`src/hdl/serial_ir_pkg.sv`:
```
// Constants for the serial/infrared configuration register bank.
// Assumes a 100 MHz mclk and an AXI4-Lite register bus with 32-bit data.
package serial_ir_pkg;

  // Printed register indices (not byte addresses): byte address is index times four, plus the device-select bit.
  localparam logic [7:0] IDX_MODE    = 8'hF0;
  localparam logic [7:0] IDX_IROPT   = 8'hF1;
  localparam logic [7:0] IDX_TIMEOUT = 8'hF2;

  // Two logical devices share index 0xF0; a device-select bit in the address splits them.
  localparam int          DEV_BIT     = 10;
  localparam logic [11:0] ADDR_MODE1  = {2'h0, IDX_MODE, 2'h0};
  localparam logic [11:0] ADDR_MODE2  = {2'h1, IDX_MODE, 2'h0};
  localparam logic [11:0] ADDR_IROPT  = {2'h1, IDX_IROPT, 2'h0};
  localparam logic [11:0] ADDR_TMO    = {2'h1, IDX_TIMEOUT, 2'h0};
  localparam logic [11:0] ADDR_STATUS = {2'h1, 8'hF8, 2'h0};
  localparam logic [11:0] ADDR_CTRL   = {2'h1, 8'hF9, 2'h0};

  localparam logic [7:0] MODE1_RST   = 8'h00;
  localparam logic [7:0] MODE2_RST   = 8'h00;
  localparam logic [7:0] IROPT_RST   = 8'h02;
  localparam logic [7:0] TMO_RST     = 8'h03;
  localparam logic [7:0] MODE1_WMASK = 8'h83;
  localparam logic [7:0] MODE2_WMASK = 8'h03;
  localparam logic [7:0] IROPT_WMASK = 8'h7F;

  localparam int MIDI_BIT   = 0;
  localparam int HS_BIT     = 1;
  localparam int SHARE_BIT  = 7;
  localparam int RXPOL_BIT  = 0;
  localparam int TXPOL_BIT  = 1;
  localparam int DUPLEX_BIT = 2;
  localparam int IRMODE_LSB = 3;
  localparam int IRLOC_BIT  = 6;

  localparam logic [2:0] IRMODE_COM  = 3'h0;
  localparam logic [2:0] IRMODE_IRDA = 3'h1;
  localparam logic [2:0] IRMODE_ASK  = 3'h2;

  localparam logic [1:0] RESP_OKAY   = 2'h0;
  localparam logic [1:0] RESP_SLVERR = 2'h2;

  localparam int CLK_HZ       = 100_000_000;
  localparam int STEP_US      = 100;
  localparam int STEP_CYCLES  = CLK_HZ / 1_000_000 * STEP_US;
  localparam logic [13:0] STEP_LAST = 14'(STEP_CYCLES - 1);

endpackage

```
`src/hdl/serial_ir_config_regs.sv`:
```
// Configuration registers for two serial ports and the infrared option logic.
// Assumes an AXI4-Lite master on mclk and UART cores downstream of the mode outputs.
//
// Operation
// - Mode bit 0 of each serial port enables MIDI support; resets cleared.
// - Mode bit 1 of each serial port enables high speed; resets cleared.
// - First port mode bit 7 selects a shared common interrupt.
// - With sharing set, either port's interrupt asserts both assigned lines.
// - Infrared bit 0: receive polarity, zero active high, default zero.
// - Infrared bit 1: transmit polarity, one active low, default one.
// - Infrared bit 2: half duplex blanks reception around transmission.
// - Infrared bits 5:3 select standard, IrDA or amplitude-shift mode.
// - Infrared bit 6 routes the transmit output to the alternate infrared pin instead of port two.
// - Timeout register extends blanking 0 to 25.5 ms in 100 us steps, reset 3.
// - Timeout zero blanks only during activity; each unit adds one step.
// - Registers reset only on power-on or hard reset, not soft reset.
//
// Register access over AXI4-Lite was chosen for this implementation.
`timescale 1ns/1ps
module serial_ir_config_regs
  import serial_ir_pkg::*;
(
  input  wire logic        mclk,
  input  wire logic        arst_n,
  input  wire logic        softReset,
  input  wire logic [11:0] s_axi_awaddr,
  input  wire logic        s_axi_awvalid,
  output logic             s_axi_awready,
  input  wire logic [31:0] s_axi_wdata,
  input  wire logic [3:0]  s_axi_wstrb,
  input  wire logic        s_axi_wvalid,
  output logic             s_axi_wready,
  output logic [1:0]       s_axi_bresp,
  output logic             s_axi_bvalid,
  input  wire logic        s_axi_bready,
  input  wire logic [11:0] s_axi_araddr,
  input  wire logic        s_axi_arvalid,
  output logic             s_axi_arready,
  output logic [31:0]      s_axi_rdata,
  output logic [1:0]       s_axi_rresp,
  output logic             s_axi_rvalid,
  input  wire logic        s_axi_rready,
  input  wire logic        portOneIrq,
  input  wire logic        portTwoIrq,
  input  wire logic        portOneIrqAssigned,
  input  wire logic        portTwoIrqAssigned,
  input  wire logic        irTxActive,
  input  wire logic        irRxActive,
  input  wire logic        irRxRaw,
  input  wire logic        irTxRaw,
  output logic             portOneIrqLine,
  output logic             portTwoIrqLine,
  output logic             portOneMidi,
  output logic             portTwoMidi,
  output logic             portOneHighSpeed,
  output logic             portTwoHighSpeed,
  output logic [2:0]       irMode,
  output logic             amplitude_shift_infrared_mode,
  output logic             irRxData,
  output logic             second_port_transmit_pin,
  output logic             alt_infrared_transmit_pin,
  output logic             irRxBlank
);

  import serial_ir_pkg::*;

  typedef enum logic [1:0] {W_IDLE, W_RESP} wstate_t;

  logic [7:0]  mode1_q;
  logic [7:0]  mode2_q;
  logic [7:0]  irOpt_q;
  logic [7:0]  timeout_q;
  logic [7:0]  ctrl_q;
  wstate_t     wState_q;
  logic        awHave_q;
  logic        wHave_q;
  logic [11:0] awAddr_q;
  logic [31:0] wData_q;
  logic [3:0]  wStrb_q;
  logic        blankNow;
  logic        irActive;
  logic        txLevel;
  logic        rxLevel;
  logic        rxPinSel;
  logic        anyIrq;
  logic        rxBlanked;

  function automatic logic [7:0] merge(input logic [7:0] old, input logic [7:0] val,
                                       input logic [7:0] mask, input logic en);
    merge = en ? ((old & ~mask) | (val & mask)) : old;
  endfunction

  function automatic logic [31:0] read_word(input logic [11:0] a, input logic [7:0] m1,
                                            input logic [7:0] m2, input logic [7:0] io,
                                            input logic [7:0] t, input logic [7:0] c,
                                            input logic b);
    case (a)
      ADDR_MODE1:  read_word = {24'h000000, m1};
      ADDR_MODE2:  read_word = {24'h000000, m2};
      ADDR_IROPT:  read_word = {24'h000000, io};
      ADDR_TMO:    read_word = {24'h000000, t};
      ADDR_CTRL:   read_word = {24'h000000, c};
      ADDR_STATUS: read_word = {31'h00000000, b};
      default:     read_word = 32'h00000000;
    endcase
  endfunction

  function automatic logic known(input logic [11:0] a);
    known = (a == ADDR_MODE1) || (a == ADDR_MODE2) || (a == ADDR_IROPT) ||
            (a == ADDR_TMO) || (a == ADDR_STATUS) || (a == ADDR_CTRL);
  endfunction

  ////////////////////////////////////////////////////////////////////////////
  // Write channel: address and data are latched independently, in either order.

  always_ff @(posedge mclk or negedge arst_n) begin
    if (!arst_n) begin
      wState_q      <= W_IDLE;
      awHave_q      <= 1'b0;
      wHave_q       <= 1'b0;
      awAddr_q      <= 12'h000;
      wData_q       <= 32'h00000000;
      wStrb_q       <= 4'h0;
      s_axi_awready <= 1'b0;
      s_axi_wready  <= 1'b0;
      s_axi_bvalid  <= 1'b0;
      s_axi_bresp   <= RESP_OKAY;
    end else begin
      s_axi_awready <= 1'b0;
      s_axi_wready  <= 1'b0;
      case (wState_q)
        W_IDLE: begin
          if (s_axi_awvalid && !awHave_q && !s_axi_awready) begin
            s_axi_awready <= 1'b1;
          end
          if (s_axi_wvalid && !wHave_q && !s_axi_wready) begin
            s_axi_wready <= 1'b1;
          end
          if (s_axi_awvalid && s_axi_awready) begin
            awHave_q <= 1'b1;
            awAddr_q <= {s_axi_awaddr[11:2], 2'h0};
          end
          if (s_axi_wvalid && s_axi_wready) begin
            wHave_q <= 1'b1;
            wData_q <= s_axi_wdata;
            wStrb_q <= s_axi_wstrb;
          end
          if (awHave_q && wHave_q) begin
            awHave_q     <= 1'b0;
            wHave_q      <= 1'b0;
            s_axi_bvalid <= 1'b1;
            s_axi_bresp  <= known(awAddr_q) ? RESP_OKAY : RESP_SLVERR;
            wState_q     <= W_RESP;
          end
        end
        W_RESP: begin
          if (s_axi_bready) begin
            s_axi_bvalid <= 1'b0;
            wState_q     <= W_IDLE;
          end
        end
        default: wState_q <= W_IDLE;
      endcase
    end
  end

  wire doWrite = (wState_q == W_IDLE) && awHave_q && wHave_q && wStrb_q[0];

  ////////////////////////////////////////////////////////////////////////////
  // Configuration registers. Only arst_n touches them; softReset is deliberately ignored
  // here so that a soft reset of the UARTs leaves the configuration intact.
  // Reserved bits are masked on write so they always read zero.

  always_ff @(posedge mclk or negedge arst_n) begin
    if (!arst_n) begin
      mode1_q <= MODE1_RST;
    end else if (doWrite) begin
      mode1_q <= merge(mode1_q, wData_q[7:0], MODE1_WMASK, awAddr_q == ADDR_MODE1);
    end
  end

  always_ff @(posedge mclk or negedge arst_n) begin
    if (!arst_n) begin
      mode2_q <= MODE2_RST;
    end else if (doWrite) begin
      mode2_q <= merge(mode2_q, wData_q[7:0], MODE2_WMASK, awAddr_q == ADDR_MODE2);
    end
  end

  always_ff @(posedge mclk or negedge arst_n) begin
    if (!arst_n) begin
      irOpt_q <= IROPT_RST;
    end else if (doWrite) begin
      irOpt_q <= merge(irOpt_q, wData_q[7:0], IROPT_WMASK, awAddr_q == ADDR_IROPT);
    end
  end

  always_ff @(posedge mclk or negedge arst_n) begin
    if (!arst_n) begin
      timeout_q <= TMO_RST;
    end else if (doWrite) begin
      timeout_q <= merge(timeout_q, wData_q[7:0], 8'hFF, awAddr_q == ADDR_TMO);
    end
  end

  // The scratch byte keeps only bit 0, so software can probe the device-select split.
  always_ff @(posedge mclk or negedge arst_n) begin
    if (!arst_n) begin
      ctrl_q <= 8'h00;
    end else if (doWrite) begin
      ctrl_q <= merge(ctrl_q, wData_q[7:0], 8'h01, awAddr_q == ADDR_CTRL);
    end
  end

  ////////////////////////////////////////////////////////////////////////////
  // Read channel: one-cycle ready, data one cycle later.

  always_ff @(posedge mclk or negedge arst_n) begin
    if (!arst_n) begin
      s_axi_arready <= 1'b0;
      s_axi_rvalid  <= 1'b0;
      s_axi_rdata   <= 32'h00000000;
      s_axi_rresp   <= RESP_OKAY;
    end else begin
      s_axi_arready <= 1'b0;
      if (s_axi_rvalid && s_axi_rready) begin
        s_axi_rvalid <= 1'b0;
      end
      if (s_axi_arvalid && !s_axi_arready && !s_axi_rvalid) begin
        s_axi_arready <= 1'b1;
      end
      if (s_axi_arvalid && s_axi_arready) begin
        s_axi_rvalid <= 1'b1;
        s_axi_rdata  <= read_word({s_axi_araddr[11:2], 2'h0}, mode1_q, mode2_q, irOpt_q,
                                  timeout_q, ctrl_q, irRxBlank);
        s_axi_rresp  <= known({s_axi_araddr[11:2], 2'h0}) ? RESP_OKAY : RESP_SLVERR;
      end
    end
  end

  ////////////////////////////////////////////////////////////////////////////
  // Interrupt routing. Software follows the assign-one-then-share sequence;
  // with both lines assigned, sharing drives both lines from either source.
  // An unassigned port never drives its line, so the single-line sequence stays clean.

  assign anyIrq = portOneIrq | portTwoIrq;

  always_ff @(posedge mclk or negedge arst_n) begin
    if (!arst_n) begin
      portOneIrqLine <= 1'b0;
    end else if (mode1_q[SHARE_BIT]) begin
      portOneIrqLine <= portOneIrqAssigned & anyIrq;
    end else begin
      portOneIrqLine <= portOneIrqAssigned & portOneIrq;
    end
  end

  always_ff @(posedge mclk or negedge arst_n) begin
    if (!arst_n) begin
      portTwoIrqLine <= 1'b0;
    end else if (mode1_q[SHARE_BIT]) begin
      portTwoIrqLine <= portTwoIrqAssigned & anyIrq;
    end else begin
      portTwoIrqLine <= portTwoIrqAssigned & portTwoIrq;
    end
  end

  ////////////////////////////////////////////////////////////////////////////
  // Mode outputs to the UART cores.

  always_ff @(posedge mclk or negedge arst_n) begin
    if (!arst_n) begin
      portOneMidi      <= 1'b0;
      portTwoMidi      <= 1'b0;
      portOneHighSpeed <= 1'b0;
      portTwoHighSpeed <= 1'b0;
    end else begin
      portOneMidi      <= mode1_q[MIDI_BIT];
      portTwoMidi      <= mode2_q[MIDI_BIT];
      portOneHighSpeed <= mode1_q[HS_BIT];
      portTwoHighSpeed <= mode2_q[HS_BIT];
    end
  end

  always_ff @(posedge mclk or negedge arst_n) begin
    if (!arst_n) begin
      irMode <= IRMODE_COM;
    end else begin
      // Reserved mode codes fall back to standard serial behaviour.
      case (irOpt_q[IRMODE_LSB +: 3])
        IRMODE_IRDA: irMode <= IRMODE_IRDA;
        IRMODE_ASK:  irMode <= IRMODE_ASK;
        default:     irMode <= IRMODE_COM;
      endcase
    end
  end

  always_ff @(posedge mclk or negedge arst_n) begin
    if (!arst_n) begin
      amplitude_shift_infrared_mode <= 1'b0;
    end else begin
      amplitude_shift_infrared_mode <= (irOpt_q[IRMODE_LSB +: 3] == IRMODE_ASK);
    end
  end

  ////////////////////////////////////////////////////////////////////////////
  // Infrared pin path: polarity, location and half-duplex blanking.

  assign irActive = irTxActive | irRxActive;
  assign rxPinSel = irOpt_q[IRLOC_BIT];
  assign rxLevel  = irRxRaw ^ irOpt_q[RXPOL_BIT];
  assign txLevel  = irTxRaw ^ irOpt_q[TXPOL_BIT];

  // Full duplex never blanks, whatever the timer holds.
  assign rxBlanked = irOpt_q[DUPLEX_BIT] & (blankNow | irTxActive);

  blank_timer blank_timer_inst (
    .mclk   (mclk),
    .arst_n (arst_n),
    .active (irActive),
    .units  (timeout_q),
    .blank  (blankNow)
  );

  always_ff @(posedge mclk or negedge arst_n) begin
    if (!arst_n) begin
      irRxBlank <= 1'b0;
    end else begin
      irRxBlank <= rxBlanked;
    end
  end

  always_ff @(posedge mclk or negedge arst_n) begin
    if (!arst_n) begin
      irRxData <= 1'b0;
    end else begin
      irRxData <= rxBlanked ? 1'b0 : rxLevel;
    end
  end

  // The unselected transmit pin rests low, so only one pin ever carries data.
  always_ff @(posedge mclk or negedge arst_n) begin
    if (!arst_n) begin
      second_port_transmit_pin  <= 1'b0;
      alt_infrared_transmit_pin <= 1'b0;
    end else begin
      second_port_transmit_pin  <= rxPinSel ? 1'b0 : txLevel;
      alt_infrared_transmit_pin <= rxPinSel ? txLevel : 1'b0;
    end
  end

endmodule

```
`src/hdl/blank_timer.sv`:
```
// Half-duplex receive blanking timer for the infrared port.
// Assumes activity flags synchronous to mclk; tick count fixed by the package.
`timescale 1ns/1ps
module blank_timer
  import serial_ir_pkg::*;
(
  input  wire logic       mclk,
  input  wire logic       arst_n,
  input  wire logic       active,
  input  wire logic [7:0] units,
  output logic            blank
);

  logic [13:0] tickCnt_q;
  logic [7:0]  unitCnt_q;
  logic        hold_q;

  // Counting starts fresh at the end of each activity burst so every step is a full 100 us.
  always_ff @(posedge mclk or negedge arst_n) begin
    if (!arst_n) begin
      tickCnt_q <= 14'h0000;
      unitCnt_q <= 8'h00;
      hold_q    <= 1'b0;
    end else if (active) begin
      tickCnt_q <= 14'h0000;
      unitCnt_q <= units;
      hold_q    <= (units != 8'h00);
    end else if (hold_q) begin
      if (tickCnt_q == STEP_LAST) begin
        tickCnt_q <= 14'h0000;
        unitCnt_q <= unitCnt_q - 8'h01;
        if (unitCnt_q == 8'h01) begin
          hold_q <= 1'b0;
        end
      end else begin
        tickCnt_q <= tickCnt_q + 14'h0001;
      end
    end
  end

  assign blank = active | hold_q;

endmodule

```
`config.mk`:
```
export PLATFORM = sky130hd
export DESIGN_NAME = serial_ir_config_regs
export DESIGN_NICKNAME = d
export VERILOG_FILES = /design/src/hdl/serial_ir_pkg.sv /design/src/hdl/serial_ir_config_regs.sv /design/src/hdl/blank_timer.sv
export SDC_FILE = /design/constraint.sdc
export NUM_CORES = 1
export LEC_CHECK = 0
export BUFFER_PORTS_ARGS = -buffer_cell sky130_fd_sc_hd__buf_2
export CORE_MARGIN = 3
export CORE_UTILIZATION = 51
export DETAILED_ROUTE_END_ITERATION = 8
export HOLD_SLACK_MARGIN = 0.12
export PLACE_DENSITY = 0.8
export RECOVER_POWER = 100
export SLEW_MARGIN = 20
export SYNTH_ARGS = -nofsm -noshare
export SYNTH_HDL_FRONTEND = slang
export SYNTH_SLANG_ARGS = --single-unit
export TNS_END_PERCENT = 5
```
`constraint.sdc`:
```
create_clock -name mclk -period 2.5 [get_ports mclk]
set_clock_uncertainty 0.1 [all_clocks]
set_input_delay 0 -clock mclk [delete_from_list [all_inputs] [get_ports mclk]]
set_output_delay 0 -clock mclk [all_outputs]
set_load 0.01 [all_outputs]
```
Word-level counts from Yosys, hierarchy flattened
Index checks and enable logic that the tools add are counted.
- multiplexer cells: 36
- eq/ne operators: 19
- $add $sub $neg: 2
- bitwise gates (word level): 15
- reductions and logical operators: 51
- operators with widths (cell ; count):
    10-bit by 9-bit equality test with 1-bit output (second input constant) ; 10
    8-bit one-hot mux with 6 select lines ; 1
    14-bit 2-to-1 mux ; 3
    8-bit 2-to-1 mux ; 3
    2-bit AND reduction ; 12
    1-bit 2-to-1 mux ; 22
    10-bit by 8-bit equality test with 1-bit output (second input constant) ; 2
    14-bit by 1-bit adder with 14-bit output (second input constant) ; 1
    14-bit equality test (second input constant) ; 1
    1-bit logical AND ; 14
    2-bit nonzero test ; 6
    1-bit logical OR ; 10
    8-bit by 1-bit equality test with 1-bit output (second input constant) ; 1
    2-bit 2-to-1 mux ; 4
    7-bit by 8-bit bitwise OR with 8-bit output ; 1
    8-bit by 1-bit bitwise OR with 8-bit output ; 1
    8-bit by 2-bit bitwise OR with 8-bit output ; 1
    8-bit by 7-bit bitwise OR with 8-bit output ; 1
    2-bit one-hot mux with 2 select lines ; 2
    8-bit nonzero test ; 1
    8-bit by 1-bit subtractor with 8-bit output (second input constant) ; 1
    1-bit zero test ; 6
    1-bit AND ; 5
    2-bit != test (second input constant) ; 2
    8 further kinds ; 12
- register bits after elaboration: 141
- bits of input ports: 76

Depth between registers and ports, before layout
- word-level depth: 7
- gate-level depth with buffers: 6

By module
A second synthesis with hierarchy kept.
- cell total of the unflattened synthesis: 385
- area total of the unflattened synthesis: 4429.2 um2
- by module, submodules not included (module ; sequential area each (um2) ; area each (um2) ; times used ; cells an instance):
    serial_ir_config_regs ; 1755.4 ; 3054.2 ; 1 ; 229
    blank_timer ; 575.6 ; 1375.1 ; 1 ; 156

Worst setup path after synthesis
Ideal clock, no wire load.
- path kind: register to register
- start: reg blank_timer_inst.tickCnt_q[6]
- end: reg blank_timer_inst.tickCnt_q[13]
- cell stages (with the launch flop): 6
- arrival: 1.695 ns
- data required time: 2.274 ns
- setup time: 0.126 ns
- buffers on the path: 0
- setup slack: 0.579 ns
- path through: dfrtp_1 > or3_4 > nor4_4 > nor2_2 > and3_1 > a221o_1
- longest elaborated chain between the ends: 4
- ends and longest elaborated chain (item ; line ; source):
    start, declared ; blank_timer.sv:14 ; logic [13:0] tickCnt_q;
    start signal, assigned ; blank_timer.sv:36 ; tickCnt_q <= tickCnt_q + 14'h0001;
    14-bit by 1-bit adder with 14-bit output / 14-bit equality test (equally long branches) ; blank_timer.sv:36, blank_timer.sv:29 ;
    14-bit 2-to-1 mux * ; blank_timer.sv:29 ; if (tickCnt_q == STEP_LAST) begin
    14-bit 2-to-1 mux * ; blank_timer.sv:28 ; end else if (hold_q) begin
    14-bit 2-to-1 mux * ; blank_timer.sv:24 ; end else if (active) begin
Mark *: on every way between the ends. The rest lies on a longest branch, timed or not. The select of a mux whose other input is x is not followed.
A chain may end at the register's enable or synchronous reset.

Worst setup path in the final report
- start: in s_axi_araddr[10]
- end: reg s_axi_rdata[1]
- longest elaborated chain between the ends: 2
- ends and longest elaborated chain (item ; line ; source):
    start, declared ; serial_ir_config_regs.sv:36 ; input wire logic [11:0] s_axi_araddr,
    10-bit by 9-bit equality test with 1-bit output / 10-bit by 8-bit equality test with 1-bit output (equally long branches) ; serial_ir_config_regs.sv:97 ; case (a)
    8-bit one-hot mux with 6 select lines * ; serial_ir_config_regs.sv:97 ;
    end signal, assigned ; serial_ir_config_regs.sv:234 ; s_axi_rdata <= read_word({s_axi_araddr[11:2], 2'h0}, mode1_q, mode2_q, irOpt_q,
    end, declared ; serial_ir_config_regs.sv:39 ; output logic [31:0] s_axi_rdata,
Mark *: on every way between the ends. The rest lies on a longest branch, timed or not.

==> results.yml <==
global_route:
  overflow: 0
  grt_pass1_wl_um: 16600
  grt_antenna_before_repair: 0
  grt_max_degree: 48
  grt_pass1_vias: 3422
  grt_usage: 0.216
clocking:
  cts_tree: "done"
  cts_buffer_depth: 2
  numCtsBuffers: 9
  ctsHtreeMaxLevel: 3
  cts_sinks: 92
  cts-root-buf: "clkbuf_8"
  insertion_delay_ns: 0.36
  clk_pin_slew_worst_paths_ns: 0.09
final_layout:
  syn2layout_area_growth_pct: 23.5
  layout_common_cells: "dfrtp_1 (89), dlygate4sd3_1 (51), mux2_2 (42)"
  finalNonFillerCells: 613
  drive_above_1_share: 0.211
  final_common_cell: "dfrtp_1"
  num_antenna_cells: 0
  final_net_count: 585
  fin_util: 0.670
detailed_routing:
  viasPerCell: 5.47
  via_count: 3354
  drt-initial-drc-count: 168
  drc: 0
  firstDrtPassIters: 4
  ant_nets: 0
  wl_per_cell_um: 16.4
  drt-total-wl_um: 10100
sta:
  setup-violations-final: 0
  hold_ws_ns: 0.265
  drv_slew: 0
  hold_violations: 0
  slew_headroom: 0.183
  tightest_slew_ns: 1.23
  rsz0062_at_grt: "no"
  setup_ws_ns: 0.0835
  post-route-period-util: 0.967
  fin_crit_ns: 2.42
  setup_tns_ns: 0
  fmax_mhz: 414
logic_synthesis:
  synth_top_area_cell: "dfrtp_1"
  syn-cell-area_um2: 4320
  synth_top_area_frac: 0.515
  yosys-top-cells-area: "dfrtp_1 (52%), mux2_2 (11%), buf_4 (4.9%)"
  ys_types: 49
  ys_seq_elements: 92
  yosys_warnings: 0
  async_flop_share: 1.00
  yosysSeqAreaShare: 0.534
  synth-edff-count: 0
  syn_inst: 379
  synth-main-ff-cell: "dfrtp_1"
  avgSynthCellArea_um2: 11.4
setup_path:
  path_cells: "dlygate4sd3_1 -> buf_2 -> mux2i_1 -> nor2_1 -> a31oi_1 -> o21ai_0 -> dlygate4sd3_1 -> a22o_1 -> dlygate4sd3_1"
  path_class: "input port to flip-flop"
  cpLargestDelayFamily: "buffers and inverters"
  critPathMaxFanout: 10
  startpoint_type: "input port"
  critPathMaxStageDelay_ns: 0.59
  crit_top_cell: "dlygate4sd3_1"
  end_kind: "flip-flop"
  critPathBufInv: 4
  crit_arrival_ns: 2.56
  cp_data_required_time_ns: 2.64
  cp_slowest_cell: "dlygate4sd3_1"
floorplan:
  die_x_um: 98.0
  die_area_um2: 9610
  rows: 32
  initial_core_util: 0.542
  core-area_um2: 7970
  io_pins: 131
  die_h_um: 98.0
power_and_ir_drop:
  power.switching_uw: 982
  switching_share: 0.283
  p_comb_frac: 0.165
  p_per_area_nw_per_um2: 649
  p_int_uw: 2480
  ir_drop_v: 0.000529
  power_leakage_uw: 0.00241
  clkPwrFrac: 0.291
  seq_power_share: 0.544
place:
  hpwlAfterDp_um: 6320
  dp_cells: 545
  gp_congestion: 0.913
  portBuffers: 71
  place_ws_ns: 0.329
worst_hold_path:
  hold_path_class: "input port to flip-flop"
run_status:
  status: "complete, no violations"
flow_run:
  drv_cap: 0
[final timing paths]
path	from	endpoint	slack, ns	cells past startpoint
worst max-delay path	s_axi_araddr[10]	s_axi_rdata[1]	0.08	9
worst min-delay path	s_axi_bready	s_axi_bvalid	0.27	3
worst max register to register	mode2_q[1]	s_axi_rdata[1]	0.13	7
worst min register to register	mode1_q[1]	portOneHighSpeed	0.31	0
max in group asynchronous	arst_n	blank_timer_inst.tickCnt_q[13]	0.35	4
min in group asynchronous	arst_n	timeout_q[1]	0.79	3
[power by group through the flow]
stage / clock (uW) / combinational, uW / sequential [uW]
after floorplan: 0 / 389 / 1850
after global placement: 0 / 490 / 1880
after detailed placement: 0 / 509 / 1890
after CTS: 1030 / 579 / 1870
after global routing: 1090 / 630 / 1910
final: 1010 / 571 / 1890
[final cells by class]
| class | instances | area [um^2] |
|---|---|---|
| Fill cell | 596 | 2630 |
| Sequential cell | 92 | 2310 |
| Multi-Input combinational cell | 270 | 1830 |
| Timing Repair Buffer | 126 | 845 |
| Clock buffer | 11 | 141 |
| Tap cell | 102 | 128 |
| Clock inverter | 5 | 61.3 |
| Inverter | 7 | 26.3 |
[flip-flops by register name, indices dropped and copies added, names as in the netlist, 2 cells and up]
signal	flops
awAddr_q	10
blank_timer_inst.tickCnt_q	14
blank_timer_inst.unitCnt_q	8
irMode	2
irOpt_q	7
mode1_q	3
mode2_q	2
s_axi_rdata	8
timeout_q	8
wData_q	8
[kinds of logic after synthesis]
kind of cell | after synthesis | share of synthesized area
AOI/OAI and AO/OA | 55 | 0.0851
xor gates and xnor gates | 13 | 0.0264
adders and majority gates | 3 | 0.00869
buffers and inverters | 43 | 0.0620
DFF | 92 | 0.534
muxes | 46 | 0.120
other | 1 | 0.000868
and+or+nand+nor | 126 | 0.164
[through the flow]
stage	total power [uW]	area (um^2)
2_1_floorplan	2240	4420
3_3_place_gp	2370	4680
3_5_place_dp	2400	4680
4_1_cts	3480	5430
5_1_grt	3630	5340
6_report	3470	5340
[cells in the mapped netlist, types with 2 or more instances]
cell      instances
nand2_1          29
a31oi_1           2
nor4_1            5
dfrtp_1          89
nand2b_1          2
or3_1             3
ha_1              3
o21ai_1           3
nor4_4            2
inv_1             7
nor3b_1           4
nand4b_1          4
dfstp_2           3
nand3_1          12
a21o_1            2
o21ai_0          17
xnor2_1           5
xor2_1            8
or2_2             2
clkbuf_1          7
mux2_2           44
nor4b_1           3
nand4_1           9
nor3_1            8
and3_1            3
buf_4            28
o31ai_1           3
nor2_1           23
nor2_2            3
o21bai_1          2
nor2b_1           7
a21oi_1           8
a22o_1           13
[per-layer routing]
metal,track usage,wire [um],vias up
met4,0.0714,163,0
li1,-,-,1560
met2,0.355,4960,136
met5,0,0,-
met3,0.0593,666,16
met1,0.278,4290,1642
[what timing repair did]
item / 4_1_cts / 5_1_grt
hold endpoints to repair: 141 / 0
hold buffers: 52 / 0
resized for setup: 0 / 1
buffers inserted: 0 / 0
endpoints found under the setup margin: 0 / 1
[worst reg2reg max path, cell delays in order, from the launching register on]
cell and delay [ns]:
dfrtp_1 0.41, mux2i_1 0.14, nor2_1 0.05, a31oi_1 0.13, o21ai_0 0.10, dlygate4sd3_1 0.59, a22o_1 0.19, dlygate4sd3_1 0.56
No activity file was read; power rests on OpenSTA's default activity.
